[src/cpp_pkg.sv]
// Purpose: Constants for the call progress modulation control block
// Assumes: Avalon-MM byte addressing, 8-bit registers in the low bits
// Notes: Byte address of a register is four times its index
package cpp_pkg;
   // ****************************************
   // Register map
   // ****************************************
   localparam logic [7:0] CPP_IDX_PRIMARY_CONTROL = 8'h01;
   localparam logic [7:0] CPP_IDX_CONTROL2 = 8'h02;
   localparam logic [7:0] CPP_IDX_AUDIO_IN = 8'h10;
   localparam logic [9:0] CPP_ADDR_PRIMARY_CONTROL = 10'h004;
   localparam logic [9:0] CPP_ADDR_CONTROL2 = 10'h008;
   localparam logic [9:0] CPP_ADDR_AUDIO_IN = 10'h040;
   // ****************************************
   // Field positions
   // ****************************************
   localparam int CPP_BIT_SOFT_RESET = 7;
   localparam int CPP_BIT_SEL_HI = 5;
   localparam int CPP_BIT_SEL_LO = 4;
   localparam int CPP_BIT_MOD_ENABLE = 3;
   localparam int CPP_BIT_LOOPBACK = 1;
   localparam int CPP_BIT_IRQ_SELECT = 7;
   localparam int CPP_BIT_IRQ_POLARITY = 6;
   // ****************************************
   // Reset values and masks
   // ****************************************
   localparam logic [7:0] CPP_RST_PRIMARY_CONTROL = 8'h00;
   localparam logic [7:0] CPP_RST_CONTROL2 = 8'h00;
   localparam logic [7:0] CPP_MASK_PRIMARY_CONTROL = 8'h3a;
   localparam logic [7:0] CPP_MASK_CONTROL2 = 8'hc0;
   // ****************************************
   // Timing
   // ****************************************
   localparam int CPP_MCLK_HZ = 25000000;
   localparam int CPP_MOD_CLK_HZ = 16384000;
   localparam int CPP_SAMPLE_HZ = 16000;
   localparam int CPP_FRAME_HZ = 32000;
   localparam int CPP_SAMPLE_CYC = CPP_MCLK_HZ / CPP_SAMPLE_HZ;
   localparam int CPP_FRAME_CYC = CPP_MCLK_HZ / CPP_FRAME_HZ;
   localparam logic [7:0] CPP_ACC_STEP = 8'h01;
   // ****************************************
   // Modulation modes
   // ****************************************
   typedef enum logic [1:0] {
      CPP_MODE_DELTA_SIGMA = 2'b00,
      CPP_MODE_CENTRED = 2'b01,
      CPP_MODE_TRAILING = 2'b10,
      CPP_MODE_RESERVED = 2'b11
   } cpp_mode_t;
endpackage

[src/cpp_control.sv]
// Purpose: Primary control register with call progress modulator
// Assumes: mclk at 25 MHz; audio samples arrive from logic on mclk
// Notes: The modulator rate is emulated by a phase accumulator on mclk
//
// The Avalon-MM interface to the registers was decided locally.
module cpp_control #(
   parameter int SAMPLE_W = 16
) (
   input wire logic mclk,
   input wire logic srst,
   input wire logic [9:0] avs_address,
   input wire logic avs_read,
   input wire logic avs_write,
   input wire logic [31:0] avs_writedata,
   input wire logic [3:0] avs_byteenable,
   output logic [31:0] avs_readdata,
   output logic avs_waitrequest,
   output logic [1:0] avs_response,
   input wire logic [SAMPLE_W-1:0] tx_sample,
   input wire logic [SAMPLE_W-1:0] rx_sample,
   input wire logic irq_request,
   output logic shared_progress_irq_pin,
   output logic barrier_loopback_enable,
   output logic [SAMPLE_W-1:0] loop_sample
);
   // ****************************************
   // Elaboration checks
   // ****************************************
   if (SAMPLE_W < 4 || SAMPLE_W > 24) begin : g_bad_width
      $error("SAMPLE_W must lie between 4 and 24");
   end

   localparam int SUM_W = SAMPLE_W + 1;
   localparam int CNT_W = 12;

   // ****************************************
   // State
   // ****************************************
   typedef struct packed {
      logic [7:0] ctrl1;
      logic [7:0] ctrl2;
      logic busy;
      logic [31:0] rdata;
      logic [1:0] resp;
      logic [SUM_W-1:0] sum;
      logic [SUM_W:0] sigma;
      logic [7:0] phase;
      logic [CNT_W-1:0] cnt;
      logic [CNT_W-1:0] thresh;
      logic pin;
      logic loop_en;
      logic [SAMPLE_W-1:0] loop;
   } cpp_state_t;

   cpp_state_t st_q;
   cpp_state_t st_d;

   logic [SUM_W-1:0] level;
   logic [SUM_W:0] sig_next;
   logic [CNT_W-1:0] thr_c;
   logic [CNT_W-1:0] period;
   logic [8:0] ph_next;
   logic mod_tick;
   logic [1:0] sel;
   logic mod_bit;
   logic hit;
   logic [7:0] rd_byte;

   always_comb begin
      st_d = st_q;
      level = '0;
      sig_next = '0;
      thr_c = '0;
      period = '0;
      ph_next = '0;
      mod_tick = 1'b0;
      sel = 2'b00;
      mod_bit = 1'b0;
      hit = 1'b0;
      rd_byte = 8'h00;

      // ****************************************
      // Avalon slave, one wait state per access
      // ****************************************
      st_d.busy = 1'b0;
      if ((avs_read || avs_write) && !st_q.busy) begin
         st_d.busy = 1'b1;
         // Answer is set up a cycle early so it stands while waitrequest is low
         st_d.resp = 2'b00;
         case (avs_address)
            cpp_pkg::CPP_ADDR_PRIMARY_CONTROL: rd_byte = st_q.ctrl1;
            cpp_pkg::CPP_ADDR_CONTROL2: rd_byte = st_q.ctrl2;
            cpp_pkg::CPP_ADDR_AUDIO_IN: rd_byte = st_q.sum[SUM_W-1 -: 8];
            default: begin
               rd_byte = 8'h00;
               st_d.resp = 2'b11;
            end
         endcase
         st_d.rdata = {24'h000000, rd_byte};
      end
      if ((avs_read || avs_write) && st_q.busy) begin
         hit = 1'b1;
         if (avs_write && avs_byteenable[0]) begin
            if (avs_address == cpp_pkg::CPP_ADDR_PRIMARY_CONTROL) begin
               st_d.ctrl1 = avs_writedata[7:0] & cpp_pkg::CPP_MASK_PRIMARY_CONTROL;
            end else if (avs_address == cpp_pkg::CPP_ADDR_CONTROL2) begin
               st_d.ctrl2 = avs_writedata[7:0] & cpp_pkg::CPP_MASK_CONTROL2;
            end
         end
      end
      // Soft reset never stores, so reads always see it as zero
      if (hit && avs_write && avs_byteenable[0]
          && avs_address == cpp_pkg::CPP_ADDR_PRIMARY_CONTROL
          && avs_writedata[cpp_pkg::CPP_BIT_SOFT_RESET]) begin
         st_d.ctrl1 = cpp_pkg::CPP_RST_PRIMARY_CONTROL;
         st_d.ctrl2 = cpp_pkg::CPP_RST_CONTROL2;
      end

      // ****************************************
      // Signal sum and sample timing
      // ****************************************
      // Offset-binary sum of both paths; one extra bit keeps it from wrapping
      st_d.sum = SUM_W'({1'b0, tx_sample ^ {1'b1, {(SAMPLE_W-1){1'b0}}}})
               + SUM_W'({1'b0, rx_sample ^ {1'b1, {(SAMPLE_W-1){1'b0}}}});
      level = st_q.sum;

      // 16.384/25 of mclk edges advance the modulator, taken as 168 of 256
      ph_next = {1'b0, st_q.phase} + 9'h0a8;
      st_d.phase = ph_next[7:0];
      mod_tick = ph_next[8];

      sel = st_q.ctrl1[cpp_pkg::CPP_BIT_SEL_HI:cpp_pkg::CPP_BIT_SEL_LO];
      if (sel == cpp_pkg::CPP_MODE_CENTRED) begin
         period = CNT_W'(cpp_pkg::CPP_SAMPLE_CYC);
      end else begin
         period = CNT_W'(cpp_pkg::CPP_FRAME_CYC);
      end
      if (st_q.cnt >= period - 12'h001) begin
         st_d.cnt = '0;
         // Latch the width once per period so the edge never jitters mid-pulse
         thr_c = CNT_W'((32'(level) * 32'(period)) >> SUM_W);
         st_d.thresh = thr_c;
      end else begin
         st_d.cnt = st_q.cnt + 12'h001;
      end

      // ****************************************
      // Modulator
      // ****************************************
      sig_next = st_q.sigma;
      if (mod_tick) begin
         // First-order delta-sigma: carry out is the ones density
         sig_next = {1'b0, st_q.sigma[SUM_W-1:0]} + {1'b0, level};
         st_d.sigma = sig_next;
      end
      case (sel)
         cpp_pkg::CPP_MODE_DELTA_SIGMA: mod_bit = st_q.sigma[SUM_W];
         cpp_pkg::CPP_MODE_CENTRED: begin
            // High portion centred on the sample clock edge at count zero
            mod_bit = (st_q.cnt < (st_q.thresh >> 1))
                    || (st_q.cnt >= period - (st_q.thresh >> 1));
         end
         cpp_pkg::CPP_MODE_TRAILING: begin
            // Low from period start, rises after a time set by amplitude
            mod_bit = (st_q.cnt >= period - st_q.thresh);
         end
         // Reserved encoding holds the output low
         default: mod_bit = 1'b0;
      endcase

      // ****************************************
      // Shared pin and loopback
      // ****************************************
      if (st_q.ctrl2[cpp_pkg::CPP_BIT_IRQ_SELECT]) begin
         st_d.pin = irq_request ~^ st_q.ctrl2[cpp_pkg::CPP_BIT_IRQ_POLARITY];
      end else if (st_q.ctrl1[cpp_pkg::CPP_BIT_MOD_ENABLE]) begin
         st_d.pin = mod_bit;
      end else begin
         st_d.pin = 1'b0;
      end
      st_d.loop_en = st_q.ctrl1[cpp_pkg::CPP_BIT_LOOPBACK];
      // Looped data is the transmit filter output fed back to the receive side
      if (st_q.ctrl1[cpp_pkg::CPP_BIT_LOOPBACK]) begin
         st_d.loop = tx_sample;
      end else begin
         st_d.loop = '0;
      end
   end

   always_ff @(posedge mclk) begin
      if (srst) begin
         st_q <= '0;
      end else begin
         st_q <= st_d;
      end
   end

   assign avs_readdata = st_q.rdata;
   assign avs_waitrequest = !st_q.busy;
   assign avs_response = st_q.resp;
   assign shared_progress_irq_pin = st_q.pin;
   assign barrier_loopback_enable = st_q.loop_en;
   assign loop_sample = st_q.loop;
endmodule

[config.mk]
export PLATFORM = sky130hd
export DESIGN_NAME = cpp_control
export DESIGN_NICKNAME = d
export VERILOG_FILES = /design/src/cpp_pkg.sv /design/src/cpp_control.sv
export SDC_FILE = /design/constraint.sdc
export NUM_CORES = 1
export LEC_CHECK = 0
export BUFFER_PORTS_ARGS = -buffer_cell sky130_fd_sc_hd__buf_2
export CELL_PAD_IN_SITES_DETAIL_PLACEMENT = 0
export CELL_PAD_IN_SITES_GLOBAL_PLACEMENT = 1
export CORE_MARGIN = 2
export CORE_UTILIZATION = 30
export CTS_CLUSTER_SIZE = 24
export DETAILED_ROUTE_END_ITERATION = 8
export GPL_TIMING_DRIVEN = 0
export PLACE_DENSITY = 0.62
export SLEW_MARGIN = 20
export SYNTH_ARGS = -nofsm -noshare
export SYNTH_HDL_FRONTEND = slang
export SYNTH_SLANG_ARGS = --single-unit
[constraint.sdc]
create_clock -name mclk -period 11.75 [get_ports mclk]
set_input_delay 0 -clock mclk [delete_from_list [all_inputs] [get_ports mclk]]
set_output_delay 0 -clock mclk [all_outputs]
set_load 0.02 [all_outputs]
==> results by stage, run 1 <==
Outcome:
- The flow ran to the end, and the final reports show no timing, DRC or antenna violations.

Floorplanning:
- The total area inside the core boundary comes to approximately 33,000 um^2.
- The initialized floorplan defines 66 standard-cell rows.
- The width of the die is 187 um.
- For this configuration, the core starts out at a cell density of between 30% and 40%.
- The overall die area is 34,900 um^2.
- The top-level port count is between 100 and 150.
- The height of the die is about 190 um.

Worst setup path:
- The critical path data arrival time is roughly 7400 ps.
- The kind of capture point of the worst setup path is a flip-flop.
- STA puts the critical path data required time at 12,000 ps.
- The worst setup path is of the reg2reg kind.
- The sort of element at the start of the critical path is a flip-flop.
- The maximum fanout encountered on the critical timing path is 15.
- The worst register-to-register path has a setup slack of 4570 ps.

Timing:
- The slew at the pin closest to its max-slew limit is about 880 ps.
- The final count of negative-setup-slack endpoints is 0.
- The number of hold violations in the final report came to 0.
- Summed over all failing endpoints, the final setup total negative slack is 0 ps.
- The number of max-slew violations in the final report is 0.
- The share of the clock period used by the worst path is approximately 60%.
- Setup repair after global routing left no endpoint under its margin.
- The final worst clock skew is roughly 9.6 ps.
- The final critical-path required period is roughly 7200 ps.
- The worst hold slack is slightly above 3 ps.
- For this run, the top clock speed supported by timing is approximately 140 MHz.
- The worst-case headroom to the max-slew limit is 41.4%.

Power:
- IR analysis of the VDD net gives a maximum drop of around 0.069 mV.
- The ratio of total power to cell area is around 130 nW/um^2.
- For this design the static power due to leakage is between 0.005 and 0.006 uW.

Route:
- Before antenna repair, the detailed router went through 6 iterations.
- The detailed router placed slightly above 8k vias in this run.
- The detail route stage leaves a number of antenna-violating nets equal to 0.
- The routed wire length is approximately 26,000 um.
- The DRC marker count from the first detailed-route iteration is between 300 and 400.
- The via count normalized by instance count is approximately 4.7.
- The DRC violation count after routing is 0.
- The detailed-route wire length per cell is around 15 um.

Yosys:
- The top cell type by area accounts for 20.3% of the synthesized area.
- The average size of a mapped cell is between 8 and 9 um^2.
- The fraction of the mapped netlist area in compound gates is around 16%.
- The most used flip-flop cell after synthesis is sky130_fd_sc_hd__dfxtp_1.
- After synthesis the netlist holds a flip-flop and latch count of 98.
- The number of distinct library cells after synthesis is between 70 and 80.
- Counting instances in the post-synthesis netlist gives the leading cell types as sky130_fd_sc_hd__ha_1, sky130_fd_sc_hd__inv_1, sky130_fd_sc_hd__dfxtp_1, sky130_fd_sc_hd__nor2_1, sky130_fd_sc_hd__a21oi_1.
- In the synthesized netlist, the number of instances is ~1.2k.
- The XOR/XNOR share of the synthesized area is about 6.4%.
- The cell area that synthesis handed to floorplanning was approximately 10,000 um^2.
- The share of cell area taken by muxes after synthesis is 0.598%.
- The number of enable flip-flop cells after synthesis is 0.
- The synthesized netlist devotes between 10% and 20% of its cell area to simple gates.
- In the synthesized netlist the async set-or-reset flop fraction comes to 0%.
- The biggest area contributor in the post-synthesis netlist is sky130_fd_sc_hd__ha_1.
- The share of synthesized area occupied by flip-flops and latches is between 15 and 20%.
- The synthesis warning total is 0.
- Among all cell types in the netlist, the one instantiated most often is sky130_fd_sc_hd__ha_1.
- Yosys attributes the largest share of cell area to sky130_fd_sc_hd__ha_1, sky130_fd_sc_hd__dfxtp_1, sky130_fd_sc_hd__fa_1.
- The post-synthesis share of cell area spent on full adders, half adders and majority gates is 33.3%.
- By area, the combinational part of the netlist is dominated by adder cells.

Final layout:
- The count of filler cells inserted in the layout is roughly 3.5k.
- The ratio of cells with drive above 1 in the final layout is 12.9%.
- The area used by multi-input combinational logic is 7230 um^2.
- The area taken by flip-flops and latches is 1960 um^2.
- Relative to the synthesized area, the layout overhead comes to 15.8%.
- The number of nets in the final layout is 1,602.
- The number of antenna diodes in the final layout is 0.

Global routing:
- The number of antenna violations at the first check in global routing came to 0.
- The via count of the first global-routing pass was between 8k and 9k.
- The final global-route overflow total is 0.
- Global routing used roughly 15% of the available tracks across all layers.
- The first global-routing pass estimated around 43,000 um of wire.
- Entering global routing, the biggest net connects 19 pins.

Run:
- The count of max-cap constraint violations is 0.

CTS:
- The total number of H-tree levels is 3.
- The root cell of the clock tree is sky130_fd_sc_hd__clkbuf_16.
- The clock sink total is between 90 and 100.
- The clock transition at the registers of the reported paths is about 70 ps.
- The clock network latency to the later pin of the worst-skew pair is ~360 ps.
- The number of cells upsized or downsized after cts is 0.
- TritonCTS built the clock tree.
- The clock passes through at most 2 buffers.
- The CTS buffer count is 9.

Place:
- The estimated wirelength of the detail-placed design is 21,900 um.
- During placement, the flow inserted port buffers numbering 82.
- Routability-driven placement finished with a final weighted congestion of 0.842.

Min path:
- In this run the worst hold path is classified as in2reg.
==> layer usage <==
| metal | part of all wire [%] | GRT usage (%) | up-vias |
|---|---|---|---|
| met2 | 48 | 26.3 | 108 |
| met4 | 1.3 | 3.36 | 0 |
| met1 | 49 | 20.0 | 3775 |
| met5 | 0 | 0 | - |
| met3 | 2.4 | 2.01 | 26 |
| li1 | - | - | 4197 |
==> stage by stage <==
step           cells  cell area [um^2]  setup slack (ps)  power [uW]  utilization [%]
2_1_floorplan   1178             10100              6040        1030                -
3_3_place_gp    1702             11100              4520        1260             33.9
3_5_place_dp    1702             11100              4540        1260             33.9
4_1_cts         1741             11600              4530        1580             35.5
5_1_grt         1741             11600              4060        1710             35.5
6_report        1741             11600              4570        1550             35.5
==> sequential cells by signal (all words and copies together) (netlist names) <==
| name | count |
|---|---|
| st_q | 51 |
| level | 17 |
| loop_sample | 16 |
| avs_readdata | 8 |
| sel | 2 |
| avs_response | 1 |
| barrier_loopback_enable | 1 |
| shared_progress_irq_pin | 1 |
| st_d | 1 |
==> cells in the final DEF (no fill, tap or decap), types with 9 or more instances in the layout <==
master / n
sky130_fd_sc_hd__ha_1: 163
sky130_fd_sc_hd__o21ai_0: 41
sky130_fd_sc_hd__buf_4: 51
sky130_fd_sc_hd__dfxtp_1: 98
sky130_fd_sc_hd__a211oi_1: 15
sky130_fd_sc_hd__fa_1: 62
sky130_fd_sc_hd__nand3_1: 19
sky130_fd_sc_hd__xnor2_1: 45
sky130_fd_sc_hd__and3_1: 13
sky130_fd_sc_hd__buf_2: 83
sky130_fd_sc_hd__nor2_1: 88
sky130_fd_sc_hd__o22ai_1: 12
sky130_fd_sc_hd__nand2b_1: 10
sky130_fd_sc_hd__nor3_1: 21
sky130_fd_sc_hd__inv_1: 114
sky130_fd_sc_hd__o21bai_1: 9
sky130_fd_sc_hd__clkbuf_1: 25
sky130_fd_sc_hd__a21oi_1: 69
sky130_fd_sc_hd__nand2_1: 67
sky130_fd_sc_hd__conb_1: 27
sky130_fd_sc_hd__nor2b_1: 10
sky130_fd_sc_hd__and2_1: 35
sky130_fd_sc_hd__xor2_1: 28
sky130_fd_sc_hd__dlygate4sd3_1: 23
sky130_fd_sc_hd__clkbuf_16: 9
sky130_fd_sc_hd__a21o_1: 26
sky130_fd_sc_hd__nand4_1: 13
==> power by group <==
part	total [uW]	switching (uW)	internal [uW]
logic	867	510	358
registers	383	27.4	355
clock network	301	147	154
==> cell families after synthesis <==
family / count (synthesis)
adder cells (fa/ha/maj): 231
flip-flops: 98
multiplexers: 6
other: 2
buffers and inverters: 197
AO/OA/AOI/OAI: 239
XOR/XNOR: 73
AND/OR/NAND/NOR: 307
==> timing repair <==
item,CTS,global route
buffers inserted,0,0
hold buffers,23,0
hold endpoints to repair,23,0
==> critical path: stages, from the launching register on <==
cell and delay (ps):
sky130_fd_sc_hd__dfxtp_1 460, sky130_fd_sc_hd__nor2b_1 70, sky130_fd_sc_hd__buf_4 170, sky130_fd_sc_hd__inv_2 60, sky130_fd_sc_hd__buf_6 170, sky130_fd_sc_hd__clkbuf_1 510
sky130_fd_sc_hd__clkbuf_1 730, sky130_fd_sc_hd__nand2_1 250, sky130_fd_sc_hd__fa_1 530, sky130_fd_sc_hd__inv_1 50, sky130_fd_sc_hd__ha_1 350, sky130_fd_sc_hd__xor2_1 160
sky130_fd_sc_hd__ha_1 180, sky130_fd_sc_hd__a21o_1 180, sky130_fd_sc_hd__fa_1 500, sky130_fd_sc_hd__inv_1 50, sky130_fd_sc_hd__fa_1 530, sky130_fd_sc_hd__inv_1 40
sky130_fd_sc_hd__ha_1 320, sky130_fd_sc_hd__and4_1 250, sky130_fd_sc_hd__nand4_1 200, sky130_fd_sc_hd__a211oi_1 430, sky130_fd_sc_hd__nor2_1 180, sky130_fd_sc_hd__o21ai_2 290
sky130_fd_sc_hd__nand3_1 110, sky130_fd_sc_hd__o311ai_0 290
==> final timing paths <==
kind                       startpoint  cells past startpoint                            endpoint
hold / removal            irq_request                      4  shared_progress_irq_pin$_SDFF_PP0_
setup / recovery  sel[1]$_SDFFE_PP0P_                     25               st_q[29]$_SDFFE_PP0P_
setup reg to reg  sel[1]$_SDFFE_PP0P_                     25               st_q[29]$_SDFFE_PP0P_
hold reg to reg   st_q[45]$_SDFF_PP0_                      1                 st_q[45]$_SDFF_PP0_
==> cell type report <==
cell class,count,area share [%]
clock buffers,10,2.06
well taps,442,4.76
plain buffers,81,4.34
repair buffers,105,5.51
clock inverters,6,0.527
flip-flops and latches,98,16.9
multi-input cells,883,62.2
inverters,116,3.75
Power figures use the tool's default switching activity.
==> inputs of run 2 (changes only) <==
==> constraint.sdc (replaced) <==
create_clock -name mclk -period 7.35 [get_ports mclk]
set_input_delay 0 -clock mclk [delete_from_list [all_inputs] [get_ports mclk]]
set_output_delay 0 -clock mclk [all_outputs]
set_load 0.02 [all_outputs]
==> run 2 against run 1 <==
  * Sequential power grew 60%
  * Power is 60% higher
  * Sequential share of layout area barely moved
  * Fmax is 5.0% higher
  * First-iteration DRC count down 6.3%
  * Worst setup slack worse by 4100 ps
  * Non-clock buffer count unchanged
  * Critical endpoint unchanged
  * Flip-flop and latch count stayed put
  * Worst hold slack worse by 0.94 ps
  * Highest routed layer unchanged
  * Cell count unchanged
  * Clock skew is essentially flat
  * Die area is the same
==> results by stage, run 2 (synthesized netlist as in run 1, its figures left out) <==
Timing:
- Across the routed clock network, the largest skew measured is between 9 and 10 ps.
- The number of max-slew violations in the final report is 0.
- For the pin with the worst max-slew slack, the measured transition is between 800 and 900 ps.
- The number of hold violations in the final report is 0.
- The achievable frequency is ~150 MHz.
- Setup repair after global routing left no endpoint under its margin.
- The sum of negative setup slack is 0 ps.
- The worst pin sits at a relative slew slack of about 44%.
- Setup violations remaining at the end of the flow were counted as 0.
- Of the available clock period, the critical path in the final layout requires between 90% and 100%.
- For the finished layout, the period the worst path requires is 6830 ps.

Global routing:
- Across every metal layer, demand over resource in global routing totals around 15%.
- Global routing finished with a remaining overflow of 0.
- Entering global routing, the biggest net connects 19 pins.
- The via count of the first global-routing pass came to just over 8k.
- The wire length of the first global-routing pass is around 43,000 um.
- The number of antenna violations at the first check in global routing is 0.

Worst setup path:
- The top cell family by delay on the critical path is adder cells.
- The endpoint of the most critical register-to-register path is st_q[29]$_SDFFE_PP0P_.
- STA classifies the critical path endpoint as a flip-flop.
- The required time of the critical path is about 7600 ps.
- The kind of critical path is reg2reg.
- The worst register-to-register path has a depth of 25.
- The worst setup path is launched from a flip-flop.
- The startpoint of the worst register-to-register path is sel[1]$_SDFFE_PP0P_.
- Together, buffers and inverters on the worst path number 8.
- The worst register-to-register path has a setup slack of ~520 ps.
- The logic depth of the worst setup path including buffers is 25.
- The critical path startpoint is sel[1]$_SDFFE_PP0P_.
- Data arrives at the worst endpoint at a little over 7000 ps.
- The largest individual stage delay along the critical path comes from the cell sky130_fd_sc_hd__fa_1.
- The maximum fanout encountered on the critical timing path is 15.
- The peak per-stage delay on the critical path is about 530 ps.
- The endpoint of the most critical setup path is st_q[29]$_SDFFE_PP0P_.

Power:
- After layout, the design draws a total of around 2500 uW.
- For this design the static power due to leakage is 0.00575 uW.
- The maximum VDD drop is about 0.11 mV.
- In this run the power density over the cells is about 210 nW/um^2.

Run:
- The count of max-cap constraint violations is 0.

Outcome:
- The flow ran to the end, and the final reports show no timing, DRC or antenna violations.

Route:
- The post-route antenna net violation count is 0.
- The via count normalized by instance count is 4.65.
- Before antenna repair, the detailed router went through 4 iterations.
- For this run, design rule violations remaining after detail routing come to 0.
- For this block, the initial DRC count from the detailed router was ~330.
- The final route contains slightly above 8k vias.
- The final layout contains routed wiring with a total length of roughly 26,000 um.
- Dividing the detail-routed wire length by the instance count gives 15.1 um.

CTS:
- Clock-pin slew was measured on the worst setup and hold paths at approximately 70 ps.
- The buffer depth of the longest clock path is 2.
- The H-tree was split into 3 levels.
- The clock sink total is about 100.
- In this run the clock root is driven by a sky130_fd_sc_hd__clkbuf_16.
- TritonCTS built the clock tree.
- The later pin in the worst-skew pair is clocked with a latency of 360 ps.
- The CTS buffer count is 9.
- Buffers added to address setup during post-CTS repair amount to 0.

Floorplanning:
- roughly 140 I/O pins were placed.
- The floorplan step defined a die boundary enclosing roughly 35,000 um^2.
- The height of the die is around 190 um.
- Measured along the x axis, the die boundary spans around 190 um.
- The area of the core is approximately 33,000 um^2.
- The initial utilization of the core area, before any placement, comes to 30.7%.
- The cell row count is 66.

Final layout:
- The flip-flop count of the largest register after layout is 51.
- The layout overhead on the synthesized area is 15.8%.
- The count of cells in the finished layout, fillers not included, comes to 1,741.
- The most common cell after layout, fill and taps aside is sky130_fd_sc_hd__ha_1.
- The number of diodes is 0.
- Ranked by flip-flop count, first place goes to st_q.
- In the final layout, the share of cells above drive strength 1 is approximately 13%.
- The count of filler cells inserted in the layout is between 3k and 4k.
- The number of nets in the final layout is roughly 1.6k.
- The top cell types in the final layout, fill and taps aside, are sky130_fd_sc_hd__ha_1, sky130_fd_sc_hd__inv_1, sky130_fd_sc_hd__dfxtp_1, sky130_fd_sc_hd__nor2_1, sky130_fd_sc_hd__buf_2.

Place:
- The global placer's final weighted congestion is between 0.8 and 0.9.
- The number of buffers added on ports is between 80 and 90.
- The total placed cells including tap cells is roughly 1.7k.
- Summed over all nets, the half-perimeter wirelength after detailed placement is around 22,000 um.

Min path:
- In this run the worst hold path is classified as in2reg.
## run 2: area by class of cell
| class | instances | area (um^2) | share of cell area, % |
|---|---|---|---|
| tap | 442 | 553 | 4.76 |
| sequential | 98 | 1960 | 16.9 |
| timing repair buffer | 105 | 641 | 5.51 |
| buffer | 81 | 505 | 4.35 |
| multi-input combinational | 883 | 7230 | 62.2 |
| clock inverter | 6 | 61.3 | 0.527 |
| inverter | 116 | 435 | 3.75 |
| clock buffer | 10 | 239 | 2.06 |
## run 2: metrics by stage
stage	utilization (%)	area [um^2]	setup WS, ps	hold WS (ps)
floorplan	-	10100	1640	122
global placement	33.9	11100	116	221
detailed placement	33.9	11100	139	226
CTS	35.5	11600	125	14.0
global route	35.6	11600	23.3	35.2
finish	35.6	11600	518	2.12
## run 2: repair_timing
action	CTS	global route
hold buffers	23	0
setup endpoints to repair	0	8
endpoints found under the hold margin	23	0
resized for setup	0	3
## run 2: how the worst min path moves through the flow
stage,from,end,slack [ps],cells after the start
after detailed placement,tx_sample[2],loop_sample[2]$_SDFF_PP0_,230,2
after global placement,tx_sample[15],loop_sample[15]$_SDFF_PP0_,220,2
after floorplan,tx_sample[0],loop_sample[0]$_SDFF_PP0_,120,1
after global routing,irq_request,shared_progress_irq_pin$_SDFF_PP0_,40,4
after CTS,irq_request,shared_progress_irq_pin$_SDFF_PP0_,10,4
final,irq_request,shared_progress_irq_pin$_SDFF_PP0_,2,4
## run 2: layer usage
layer / GRT usage [%] / share of wire (%) / vias up
li1: - / - / 4194
met1: 20.0 / 48 / 3766
met2: 26.3 / 48 / 110
met3: 2.01 / 2.5 / 26
met4: 3.36 / 1.3 / 0
met5: 0 / 0 / -
## run 2: power breakdown
part           internal, uW  leakage (uW)  switching, uW
registers               568      0.000800           43.8
clock network           247      0.000144            234
logic                   571       0.00481            818
total                  1390       0.00575           1100
## run 2: worst reg2reg max path, cell delays in order (launching register included)
cell and delay, ps:
sky130_fd_sc_hd__dfxtp_1 460, sky130_fd_sc_hd__nor2b_1 80, sky130_fd_sc_hd__buf_4 170, sky130_fd_sc_hd__inv_2 60, sky130_fd_sc_hd__buf_6 160, sky130_fd_sc_hd__clkbuf_1 520, sky130_fd_sc_hd__clkbuf_2 470, sky130_fd_sc_hd__nand2_1 190
sky130_fd_sc_hd__fa_1 510, sky130_fd_sc_hd__inv_1 50, sky130_fd_sc_hd__ha_1 350, sky130_fd_sc_hd__xor2_1 160, sky130_fd_sc_hd__ha_1 180, sky130_fd_sc_hd__a21o_1 180, sky130_fd_sc_hd__fa_1 500, sky130_fd_sc_hd__inv_1 50
sky130_fd_sc_hd__fa_1 530, sky130_fd_sc_hd__inv_1 40, sky130_fd_sc_hd__ha_1 320, sky130_fd_sc_hd__and4_1 250, sky130_fd_sc_hd__nand4_1 180, sky130_fd_sc_hd__a211oi_1 430, sky130_fd_sc_hd__nor2_1 180, sky130_fd_sc_hd__o21ai_2 300
sky130_fd_sc_hd__nand3_1 120, sky130_fd_sc_hd__o311ai_0 290
==> inputs of run 3 (changes only) <==
--- a/config.mk
+++ b/config.mk
@@ -9,11 +9,11 @@
 export CELL_PAD_IN_SITES_DETAIL_PLACEMENT = 0
 export CELL_PAD_IN_SITES_GLOBAL_PLACEMENT = 1
 export CORE_MARGIN = 2
-export CORE_UTILIZATION = 30
+export CORE_UTILIZATION = 45
 export CTS_CLUSTER_SIZE = 24
 export DETAILED_ROUTE_END_ITERATION = 8
 export GPL_TIMING_DRIVEN = 0
-export PLACE_DENSITY = 0.62
+export PLACE_DENSITY = 0.85
 export SLEW_MARGIN = 20
 export SYNTH_ARGS = -nofsm -noshare
 export SYNTH_HDL_FRONTEND = slang
==> run 3 against run 2 <==
  * Flip-flop and latch count is the same
  * Routed wire length down 8.7%
  * Design area fell by 1.6%
  * Count of clock-buffer cells in the layout decreased by 1
  * Largest power group unchanged
  * Critical path depth fell by 1
  * Sequential power about the same
==> results by stage, run 3 (synthesized netlist as in run 1, its figures left out) <==
CTS:
- The H-tree was split into 3 levels.
- The clock transition at the registers of the reported paths is 80 ps.
- The clock passes through at most 2 buffers.
- Clock tree synthesis found a total of slightly below 100 sinks.
- Clock latency on the worst-skew pair, taken at its later pin, is about 360 ps.
- In this run the clock root is driven by a sky130_fd_sc_hd__clkbuf_16.
- After clock tree synthesis, the setup repair step added 0 buffers.
- The CTS buffer count is 9.
- The clock tree from TritonCTS is done.

Final layout:
- The ratio of cells with drive above 1 in the final layout is about an eighth.
- The number of diodes is 0.
- The register containing the most flip-flops in the final layout is st_q.
- Counting the fill cells in the layout gives 2,054.
- Compared with the post-synthesis result, the final layout area differs by 14.0%.
- In the layout the commonest cells are sky130_fd_sc_hd__ha_1, sky130_fd_sc_hd__inv_1, sky130_fd_sc_hd__dfxtp_1, sky130_fd_sc_hd__nor2_1, sky130_fd_sc_hd__buf_2.
- The register with the most flip-flops in the layout has 51 of them.
- The most common cell after layout, fill and taps aside is sky130_fd_sc_hd__ha_1.
- In the final design database the tool counted approximately 1.6k nets.

Timing:
- Clock skew on the completed layout was measured at roughly 12 ps.
- The number of max-slew violations in the final report is 0.
- After layout, the worst path uses 91.1% of the clock period.
- Based on the critical path, the design can be clocked at up to 149 MHz.
- Setup repair after global routing left no endpoint under its margin.
- The final critical-path required period is roughly 6700 ps.
- Adding up every negative setup slack in the final design gives 0 ps.
- The number of hold violations in the final report is 0.
- The final count of negative-setup-slack endpoints is 0.
- The worst path meets setup with 653 ps of slack.
- The slew at the pin closest to its max-slew limit is 790 ps.
- The worst-case headroom to the max-slew limit is 47.2%.

Floorplanning:
- The die covers about 24,000 um^2.
- Once the floorplan was initialized, standard cells occupied between 40% and 50% of the core.
- From left edge to right edge, the die measures roughly 150 um.
- After floorplanning, the core was sized to cover around 22,000 um^2.
- The height of the die is about 150 um.
- The floorplan has 54 rows.
- The top-level port count is around 140.

Route:
- The DRC marker count from the first detailed-route iteration is roughly 370.
- The count of nets left with antenna violations once routing finished came out at 0.
- The routed wire length is between 20,000 and 25,000 um.
- The via count normalized by instance count is between 5 and 6.
- The detailed-route wire length per cell is 15.2 um.
- The via count of the routed design is 8,144.
- In the routed design, unresolved DRC markers number 0.
- Before antenna repair, the detailed router went through 5 iterations.

Run:
- The tool flagged a number of max-cap violations equal to 0.

Worst setup path:
- STA classifies the critical path startpoint as a flip-flop.
- The required time of the critical path is between 7000 and 8000 ps.
- The kind of capture point of the worst setup path is a flip-flop.
- The critical path data arrival time is approximately 7000 ps.
- The maximum fanout encountered on the critical timing path is 15.
- The setup path with the least slack is of type reg2reg.

Min path:
- The min-delay analysis places its worst path in the category in2reg.

Power:
- The maximum VDD drop is around 0.13 mV.
- Total power for the finished layout comes to 2500 uW.
- Dividing total power by cell area gives a power density of about 220 nW/um^2.
- The analysis attributes to cell leakage a power of 0.00576 uW.

Global routing:
- Global routing used between 20% and 30% of the available tracks.
- The pin count of the biggest net entering global routing is 20.
- The final global-route overflow total is 0.
- The number of antenna violations at the first check in global routing was 0.
- The wire length of the first global-routing pass is approximately 40,000 um.
- The via count of the first global-routing pass is 8,126.

Place:
- The congestion estimate from routability-driven global placement came to around 0.9.
- The count of buffers added on input and output ports is between 80 and 90.
- Timing analysis after detailed placement gives a worst setup slack of between 300 and 400 ps.
- The estimated wirelength of the detail-placed design is 19,600 um.

Outcome:
- The run finished with clean final reports.
run 3: report_power, final:
part / internal [uW] / switching (uW)
registers: 568 / 42.2
logic: 571 / 805
clock network: 274 / 235
total: 1410 / 1080
run 3: timing repair:
action / CTS / global route
endpoints found under the hold margin: 23 / 0
endpoints found under the setup margin: 0 / 6
hold buffers: 23 / 0
resized for setup: 0 / 3
run 3: final timing paths:
path                                start                                 end  cells after the start  slack (ps)
max                   sel[1]$_SDFFE_PP0P_               st_q[29]$_SDFFE_PP0P_                     24         650
min                           irq_request  shared_progress_irq_pin$_SDFF_PP0_                      4          20
max reg2reg           sel[1]$_SDFFE_PP0P_               st_q[29]$_SDFFE_PP0P_                     24         650
min reg2reg  avs_readdata[0]$_SDFFE_PP0P_        avs_readdata[0]$_SDFFE_PP0P_                      2         450
run 3: final cells by class:
class | count | area [um^2] | share of cell area [%]
multi-input cells | 883 | 7230 | 63.2
clock inverters | 7 | 95.1 | 0.831
plain buffers | 81 | 505 | 4.42
clock buffers | 9 | 225 | 1.97
inverters | 116 | 435 | 3.80
repair buffers | 105 | 641 | 5.60
well taps | 280 | 350 | 3.06
flip-flops and latches | 98 | 1960 | 17.1
run 3: metal layers:
layer | routed length [um] | global-route usage (%) | up-vias
li1 | - | - | 4201
met1 | 11200 | 27.1 | 3771
met2 | 11600 | 36.0 | 146
met3 | 796 | 3.23 | 26
met4 | 383 | 4.50 | 0
met5 | 0 | 0 | -
run 3: stage by stage:
stage / std cells / utilization, % / area [um^2] / hold WS (ps)
3_5_place_dp: 1540 / 49.8 / 10900 / 223
2_1_floorplan: 1178 / - / 10100 / 122
3_3_place_gp: 1540 / 49.8 / 10900 / 220
5_1_grt: 1579 / 52.3 / 11400 / 37.6
6_report: 1579 / 52.3 / 11400 / 19.6
4_1_cts: 1579 / 52.3 / 11400 / 24.7
run 3: worst max-delay path, stage by stage, from the launching register on:
cell and delay, ps:
sky130_fd_sc_hd__dfxtp_1 460, sky130_fd_sc_hd__nor2b_1 70, sky130_fd_sc_hd__buf_4 170, sky130_fd_sc_hd__inv_2 60
sky130_fd_sc_hd__buf_6 160, sky130_fd_sc_hd__clkbuf_1 500, sky130_fd_sc_hd__clkbuf_2 450, sky130_fd_sc_hd__nand2_1 180
sky130_fd_sc_hd__fa_1 500, sky130_fd_sc_hd__inv_1 60, sky130_fd_sc_hd__ha_1 340, sky130_fd_sc_hd__xor2_1 160
sky130_fd_sc_hd__ha_1 300, sky130_fd_sc_hd__fa_1 540, sky130_fd_sc_hd__inv_1 60, sky130_fd_sc_hd__fa_1 540
sky130_fd_sc_hd__inv_1 40, sky130_fd_sc_hd__ha_1 320, sky130_fd_sc_hd__and4_1 240, sky130_fd_sc_hd__nand4_1 170
sky130_fd_sc_hd__a211oi_1 390, sky130_fd_sc_hd__nor2_1 170, sky130_fd_sc_hd__o21ai_2 300, sky130_fd_sc_hd__nand3_1 120
sky130_fd_sc_hd__o311ai_0 280
